==> src/common/lwm_pkg.sv <==
// Purpose: Shared constants and types for the indexed word load and mask execute block
// Assumes: 32-bit registers, bit 0 of an instruction or register is its most significant bit
// Notes: Field positions below are little-endian indices into the 32-bit vectors
package lwm_pkg;
  localparam int XLEN = 32;

  // Instruction encodings
  localparam logic [5:0] OP_PRIMARY = 6'h1F;
  localparam logic [9:0] XO_LOAD_UPD = 10'h037;
  localparam logic [9:0] XO_LOAD = 10'h017;
  localparam logic [9:0] XO_MASK_GEN = 10'h01D;
  localparam logic [9:0] XO_MASK_INS = 10'h21D;

  // Instruction field positions (little-endian index of least significant bit)
  localparam int F_PRIMARY_LSB = 26;
  localparam int F_TARGET_LSB = 21;
  localparam int F_BASE_LSB = 16;
  localparam int F_INDEX_LSB = 11;
  localparam int F_XO_LSB = 1;
  localparam int F_RECORD = 0;
  localparam int POS_WIDTH = 5;

  // Condition field 0 bit positions
  localparam int CR_LT = 3;
  localparam int CR_GT = 2;
  localparam int CR_EQ = 1;
  localparam int CR_SO = 0;

  // Register port map
  localparam int REG_AW = 4;
  localparam logic [REG_AW-1:0] REG_STATUS = 4'h0;
  localparam logic [REG_AW-1:0] REG_MASK = 4'h4;
  localparam logic [REG_AW-1:0] REG_CTRL = 4'h8;
  localparam logic [REG_AW-1:0] REG_STATE = 4'hC;

  // Status and mask bit positions
  localparam int EV_DONE = 0;
  localparam int EV_ILLEGAL = 1;
  localparam int EV_ALIGN = 2;
  localparam int EV_STORAGE = 3;
  localparam int EV_W = 4;

  localparam int CTRL_LEGACY = 0;
  localparam logic CTRL_LEGACY_RESET = 1'b1;

  typedef enum logic [0:0] {
    ST_IDLE = 1'b0,
    ST_WAIT = 1'b1
  } lwm_state_t;

  typedef struct packed {
    logic en;
    logic [4:0] addr;
    logic [XLEN-1:0] data;
  } lwm_gpr_wr_t;

  typedef struct packed {
    logic en;
    logic [3:0] field;
  } lwm_cr_wr_t;

  typedef struct packed {
    logic valid;
    logic [XLEN-1:0] addr;
  } lwm_mem_req_t;

  typedef struct packed {
    logic valid;
    logic [XLEN-1:0] data;
    logic alignFault;
    logic storageFault;
  } lwm_mem_rsp_t;

  typedef struct packed {
    lwm_state_t state;
    lwm_mem_req_t memReq;
    lwm_gpr_wr_t gprTgt;
    lwm_gpr_wr_t gprBase;
    lwm_cr_wr_t cr;
    logic [4:0] tgt;
    logic [4:0] base;
    logic doUpdate;
    logic [XLEN-1:0] ea;
    logic [EV_W-1:0] status;
    logic [EV_W-1:0] mask;
    logic legacy;
    logic [XLEN-1:0] regRdata;
  } lwm_regs_t;
endpackage

==> src/hw/lwm_exec.sv <==
// Purpose: Decode and execute indexed word loads and the two mask instructions
// Assumes: Register file reads are combinational and same-clock; memory answers later
// Notes: One instruction in flight; instrReady is low while a load waits
`timescale 1ns/10ps
module lwm_exec (
  input wire logic sys_clk,
  input wire logic rst_n,
  input wire logic instrValid,
  input wire logic [lwm_pkg::XLEN-1:0] instrWord,
  output logic instrReady,
  output logic [4:0] rdAddrSrc,
  output logic [4:0] rdAddrBase,
  output logic [4:0] rdAddrIdx,
  input wire logic [lwm_pkg::XLEN-1:0] rdDataSrc,
  input wire logic [lwm_pkg::XLEN-1:0] rdDataBase,
  input wire logic [lwm_pkg::XLEN-1:0] rdDataIdx,
  input wire logic xerSo,
  output lwm_pkg::lwm_mem_req_t memReq,
  input wire lwm_pkg::lwm_mem_rsp_t memRsp,
  output lwm_pkg::lwm_gpr_wr_t gprWrTgt,
  output lwm_pkg::lwm_gpr_wr_t gprWrBase,
  output lwm_pkg::lwm_cr_wr_t crWr,
  input wire logic [lwm_pkg::REG_AW-1:0] regAddr,
  input wire logic [lwm_pkg::XLEN-1:0] regWdata,
  input wire logic regWr,
  input wire logic regRd,
  output logic [lwm_pkg::XLEN-1:0] regRdata,
  output logic irq
);
  logic [1:0] rstPipe_r;
  logic rstSyncN;
  lwm_pkg::lwm_regs_t r;
  lwm_pkg::lwm_regs_t n;
  logic [lwm_pkg::EV_W-1:0] evt;
  logic [lwm_pkg::EV_W-1:0] clr;
  logic [lwm_pkg::XLEN-1:0] ea;
  logic [lwm_pkg::XLEN-1:0] result;
  logic isPrimary;
  logic isLoad;
  logic isLoadUpd;
  logic isMaskGen;
  logic isMaskIns;
  logic [9:0] xo;
  logic [4:0] fTgt;
  logic [4:0] fBase;
  logic [4:0] fIdx;

  function automatic logic [4:0] regField(input logic [lwm_pkg::XLEN-1:0] w, input int lsb);
    regField = w[lsb +: 5];
  endfunction

  // Bit p counts from the most significant end; wrap case covers both gap and all-ones
  function automatic logic [lwm_pkg::XLEN-1:0] genMask(input logic [4:0] s, input logic [4:0] e);
    logic [lwm_pkg::XLEN-1:0] m;
    m = '0;
    for (int p = 0; p < lwm_pkg::XLEN; p++) begin
      if (s <= e) begin
        m[lwm_pkg::XLEN-1-p] = (5'(p) >= s) && (5'(p) <= e);
      end else begin
        m[lwm_pkg::XLEN-1-p] = (5'(p) >= s) || (5'(p) <= e);
      end
    end
    genMask = m;
  endfunction

  function automatic logic [3:0] crOf(input logic [lwm_pkg::XLEN-1:0] v, input logic so);
    logic [3:0] f;
    f = '0;
    f[lwm_pkg::CR_LT] = v[lwm_pkg::XLEN-1];
    f[lwm_pkg::CR_GT] = !v[lwm_pkg::XLEN-1] && (|v);
    f[lwm_pkg::CR_EQ] = ~(|v);
    f[lwm_pkg::CR_SO] = so;
    crOf = f;
  endfunction

  // Reset release through two flops
  always_ff @(posedge sys_clk or negedge rst_n) begin
    if (!rst_n) begin
      rstPipe_r <= 2'h0;
    end else begin
      rstPipe_r <= {rstPipe_r[0], 1'b1};
    end
  end
  assign rstSyncN = rstPipe_r[1];

  assign xo = instrWord[lwm_pkg::F_XO_LSB +: 10];
  assign fTgt = regField(instrWord, lwm_pkg::F_TARGET_LSB);
  assign fBase = regField(instrWord, lwm_pkg::F_BASE_LSB);
  assign fIdx = regField(instrWord, lwm_pkg::F_INDEX_LSB);
  assign isPrimary = instrWord[lwm_pkg::F_PRIMARY_LSB +: 6] == lwm_pkg::OP_PRIMARY;
  assign isLoadUpd = isPrimary && (xo == lwm_pkg::XO_LOAD_UPD);
  assign isLoad = isLoadUpd || (isPrimary && (xo == lwm_pkg::XO_LOAD));
  assign isMaskGen = isPrimary && (xo == lwm_pkg::XO_MASK_GEN);
  assign isMaskIns = isPrimary && (xo == lwm_pkg::XO_MASK_INS);

  assign rdAddrSrc = fTgt;
  assign rdAddrBase = fBase;
  assign rdAddrIdx = fIdx;
  assign instrReady = r.state == lwm_pkg::ST_IDLE;

  assign ea = (fBase != 5'h00) ? rdDataBase + rdDataIdx : rdDataIdx;
  // Insert reads the destination's old value through the base port
  assign result = isMaskGen ? genMask(rdDataSrc[4:0], rdDataIdx[4:0])
    : (rdDataBase & ~rdDataIdx) | (rdDataSrc & rdDataIdx);

  always_comb begin
    n = r;
    evt = '0;
    clr = '0;
    n.memReq.valid = 1'b0;
    n.gprTgt.en = 1'b0;
    n.gprBase.en = 1'b0;
    n.cr.en = 1'b0;
    unique case (r.state)
      lwm_pkg::ST_IDLE: begin
        if (instrValid) begin
          if (isLoad) begin
            n.memReq.valid = 1'b1;
            n.memReq.addr = ea;
            n.ea = ea;
            n.tgt = fTgt;
            n.base = fBase;
            n.doUpdate = isLoadUpd && (fBase != 5'h00) && (fBase != fTgt);
            n.state = lwm_pkg::ST_WAIT;
          end else if ((isMaskGen || isMaskIns) && r.legacy) begin
            n.gprTgt.en = 1'b1;
            n.gprTgt.addr = fBase;
            n.gprTgt.data = result;
            evt[lwm_pkg::EV_DONE] = 1'b1;
            if (instrWord[lwm_pkg::F_RECORD]) begin
              n.cr.en = 1'b1;
              n.cr.field = crOf(result, xerSo);
            end
          end else begin
            evt[lwm_pkg::EV_ILLEGAL] = 1'b1;
          end
        end
      end
      lwm_pkg::ST_WAIT: begin
        if (memRsp.valid) begin
          n.state = lwm_pkg::ST_IDLE;
          evt[lwm_pkg::EV_ALIGN] = memRsp.alignFault;
          evt[lwm_pkg::EV_STORAGE] = memRsp.storageFault;
          // Faulted loads write nothing and never touch CR0
          if (!memRsp.alignFault && !memRsp.storageFault) begin
            n.gprTgt.en = 1'b1;
            n.gprTgt.addr = r.tgt;
            n.gprTgt.data = memRsp.data;
            n.gprBase.en = r.doUpdate;
            n.gprBase.addr = r.base;
            n.gprBase.data = r.ea;
            evt[lwm_pkg::EV_DONE] = 1'b1;
          end
        end
      end
    endcase
    if (regWr && regAddr == lwm_pkg::REG_STATUS) begin
      clr = regWdata[lwm_pkg::EV_W-1:0];
    end
    if (regWr && regAddr == lwm_pkg::REG_MASK) begin
      n.mask = regWdata[lwm_pkg::EV_W-1:0];
    end
    if (regWr && regAddr == lwm_pkg::REG_CTRL) begin
      n.legacy = regWdata[lwm_pkg::CTRL_LEGACY];
    end
    // New event wins over a simultaneous clear
    n.status = (r.status & ~clr) | evt;
    n.regRdata = '0;
    if (regRd) begin
      unique case (regAddr)
        lwm_pkg::REG_STATUS: n.regRdata = {{(lwm_pkg::XLEN-lwm_pkg::EV_W){1'b0}}, r.status};
        lwm_pkg::REG_MASK: n.regRdata = {{(lwm_pkg::XLEN-lwm_pkg::EV_W){1'b0}}, r.mask};
        lwm_pkg::REG_CTRL: n.regRdata = {{(lwm_pkg::XLEN-1){1'b0}}, r.legacy};
        lwm_pkg::REG_STATE: n.regRdata = {{(lwm_pkg::XLEN-1){1'b0}}, r.state == lwm_pkg::ST_WAIT};
        default: n.regRdata = '0;
      endcase
    end
  end

  always_ff @(posedge sys_clk or negedge rstSyncN) begin
    if (!rstSyncN) begin
      r <= '0;
      r.legacy <= lwm_pkg::CTRL_LEGACY_RESET;
    end else begin
      r <= n;
    end
  end

  assign memReq = r.memReq;
  assign gprWrTgt = r.gprTgt;
  assign gprWrBase = r.gprBase;
  assign crWr = r.cr;
  assign regRdata = r.regRdata;
  assign irq = |(r.status & r.mask);
endmodule

==> config.mk <==
export PLATFORM = sky130hd
export DESIGN_NAME = lwm_exec
export DESIGN_NICKNAME = d
export VERILOG_FILES = /design/src/common/lwm_pkg.sv /design/src/hw/lwm_exec.sv
export SDC_FILE = /design/constraint.sdc
export NUM_CORES = 1
export LEC_CHECK = 0
export BUFFER_PORTS_ARGS = -buffer_cell sky130_fd_sc_hd__buf_2
export CAP_MARGIN = 20
export CORE_MARGIN = 5
export CORE_UTILIZATION = 38
export DETAILED_ROUTE_END_ITERATION = 7
export HOLD_SLACK_MARGIN = 0.02
export PLACE_DENSITY = 0.7
export SYNTH_ARGS = -nofsm -noshare
export SYNTH_HDL_FRONTEND = slang
export SYNTH_SLANG_ARGS = --single-unit
==> constraint.sdc <==
create_clock -name sys_clk -period 10.25 [get_ports sys_clk]
set_input_delay 2.05 -clock sys_clk [delete_from_list [all_inputs] [get_ports sys_clk]]
set_output_delay 2.05 -clock sys_clk [all_outputs]
set_load 0.01 [all_outputs]
==> metrics.md <==
| Metric | Value |
|---|---|
| Logic pwr share | 20.2% |
| PwrDens | 128.7 mW/mm^2 |
| Final min period | 5.410 ns |
| Switching part of the total | 32.24% |
| Share of post-route cells with drive strength above 1 | 30.23% |
| Commonest non-fill, non-tap cells in the layout | buf_2 (301), nand2_1 (171), dfrtp_1 (139) |
| Post-synth cell types | 73 |
| Hpwl dp | 26,340 um |
| Row cnt | 60 |
| #FFs+latches synth | 141 |
| Critical path peak fanout | 24 |
| Layout fillers | 2,694 |
| CP arrival | 5.70 ns |
| Most common cell after layout, fill and taps aside | buf_2 |
| Hold crit path type | reg2reg |
| Clk buf depth | 2 |
| GRT Util Overall | 21.63% |
| Crit path required time | 10.54 ns |
| Leak | 0.006070 uW |
| Drt drc | 0 |
| Post-cts sizing count | 0 |
| Clk root buf | clkbuf_16 |
| Clk pin slew, worst setup/hold paths | 0.07 ns |
| Starting DRC count in detailed routing | 620 |
| Drt first pass iters | 5 |
| Unrepaired setup endpoints after global routing | no |
| CTS tree | done |
| Max_slew headroom | 31.88% |
| Nets | 1,592 |
| Post-CTS Setup Inserts | 0 |
| Final hold violations | 0 |
| FF/Latch Area | 0.003533 sq mm |
| P_sw | 483.0 uW |
| Core Area | 0.02695 sq mm |
| Via count | 9,235 |
| Routed WL per cell | 20.19 um |
| Antenna Nets Post-Route | 0 |
| Non-filler instance count after layout | 1,708 |
| Footprint of the multi-input gates | 0.005494 sq mm |
| Post-synthesis instance total | 1,218 |
| Worst-Margin Slew | 1.022 ns |
| Top FF cell, synth | dfrtp_1 |
| Synthesis Warnings | 0 |
| Die Wd | 175.5 um |
| # hold bufs at CTS | 0 |
| WS Path Type | in2reg |
| Synth top area share | 33.66% |
| Via density | 5.407 |
| Max_cap viols | 0 |
| Total wire length | 34,490 um |
| Yosys top cell by area | dfrtp_1 |
| Sequential fraction of the synthesis area | 33.91% |
| Fmax | 184.9 MHz |
| Die height | 175.5 um |
| Fin crit share | 52.78% |
| Area grow syn2layout | 11.88% |
| Max Slew Vio Count | 0 |
| Initial antenna violation count | 5 |
| Synth top area cells | dfrtp_1 (34%), buf_4 (12%), nand2_1 (6.2%) |
| Buffers added on ports | 301 |
| H-tree depth | 4 |
| Clock Sinks | 141 |
| Syn avg cell area | 8.546 sq um |
| Io pins | 368 |
| Post-synth EDFFs | 0 |
| Async S/R FF share, synth | 100.0% |
| Critical Path Source Type | input port |
| Routability cong. | 0.9389 |
| Syn Std Cell Area | 0.01041 sq mm |
| Overflow after GRT | 0 |
| Flop pwr share | 38.7% |
| Peak VDD IR | 76.13 uV |
| Internal Power | 1015 uW |
| Vias in the first global route | 9,070 |
| Dpl cells | 1,671 |
| Clk Latency, worst-skew pair | 0.42 ns |
| Final setup vio count | 0 |
| First-pass GRT wire length | 52,310 um |
| Die area | 0.03080 sq mm |
| Setup TNS | 0 ns |
| Status | completed |
| Clk pwr share | 41.0% |
| Largest net degree at the start of global routing | 77 |
| Skew final | 0.01423 ns |
| Num CTS Buffers | 17 |
| Crit. End Element | flip-flop |
| Initial core utilization | 38.62% |
cells by family (layout without fill, tap and decap cells):
family / count (synthesis) / count (layout) / share of synthesized area (%)
AND/OR/NAND/NOR: 377 / 377 / 16.49
flip-flops: 141 / 141 / 33.91
AO/OA/AOI/OAI: 298 / 298 / 17.74
other: 2 / 33 / 0.07215
XOR/XNOR: 28 / 28 / 2.356
buffers and inverters: 234 / 352 / 14.46
multiplexers: 83 / 83 / 8.715
adder cells (fa/ha/maj): 55 / 55 / 6.251
layout make-up:
| class | instances | area share, % |
|---|---|---|
| clock buffers | 17 | 3.653 |
| inverters | 12 | 0.3868 |
| clock inverters | 15 | 1.236 |
| diodes | 4 | 0.08596 |
| multi-input cells | 870 | 47.18 |
| repair buffers | 308 | 13.45 |
| well taps | 341 | 3.664 |
| flip-flops and latches | 141 | 30.34 |
synth_stat cells, types with 9 or more instances:
master / count
a211oi_1: 12
a21o_1: 20
a21oi_1: 84
a22oi_1: 41
a31oi_1: 12
and2_1: 9
buf_4: 164
clkbuf_1: 45
dfrtp_1: 140
ha_1: 36
inv_1: 10
maj3_1: 18
mux2_2: 51
mux2i_1: 31
nand2_1: 171
nand4_1: 12
nor2_1: 99
nor2b_1: 16
nor3_1: 10
o21ai_0: 70
o21ai_1: 13
xnor2_1: 15
xor2_1: 13
flip-flops by register name, summed over array words and instances (netlist names):
signal / cells
rstPipe_r: 2
r: 53
gprWrTgt: 38
crWr: 5
memReq: 1
regRdata: 4
gprWrBase: 38
power groups by stage:
stage	clock network, uW	logic (uW)	registers, uW
after floorplan	0	210	591
final	614	303	580
after global placement	0	296	591
after CTS	631	303	581
after detailed placement	0	302	591
after global routing	655	336	583
metrics by stage:
step	hold slack [ns]	instance area (sq um)	setup slack (ns)	total power [uW]	utilization [%]
after floorplan	0.3312	10510	5.534	801.3	-
after global placement	0.3362	11050	4.508	887.1	41.00
after detailed placement	0.3427	11050	4.432	892.9	41.00
after CTS	0.3601	11620	4.875	1514	43.12
after global routing	0.3700	11640	4.652	1574	43.19
final	0.3563	11640	4.840	1498	43.21
final timing paths:
path                                              from                      to  slack, ns  cells after the start
worst min-delay path            rstPipe_r[0]$_DFF_PN0_  rstPipe_r[1]$_DFF_PN0_       0.36                      0
worst max register to register        r[198]$_DFF_PN0_       r[64]$_DFFE_PN0P_       7.56                      6
max in group asynchronous       rstPipe_r[1]$_DFF_PN0_       r[45]$_DFFE_PN0P_       8.27                      1
min in group asynchronous       rstPipe_r[1]$_DFF_PN0_   regRdata[3]$_DFF_PN0_       0.47                      0
worst max-delay path                      rdDataIdx[4]     crWr[2]$_DFFE_PN0P_       4.84                     11
worst min register to register  rstPipe_r[0]$_DFF_PN0_  rstPipe_r[1]$_DFF_PN0_       0.36                      0
critical path, cell delays in order:
cell and delay [ns]:
buf_2 0.38, clkinv_1 0.35, ha_1 0.38, mux2i_1 0.26
a21o_1 0.68, maj3_1 0.30, o21ai_1 0.08, nor4_1 0.51
nand4_1 0.16, nor4_1 0.45, nor2_1 0.08
metal layers:
layer  global-route usage, %  share of wire [%]
met3                   4.498                6.7
met4                   6.920                2.8
met2                   37.67                 49
met5                       0              0.078
met1                   26.94                 41
(Power assumes the default switching activity.)
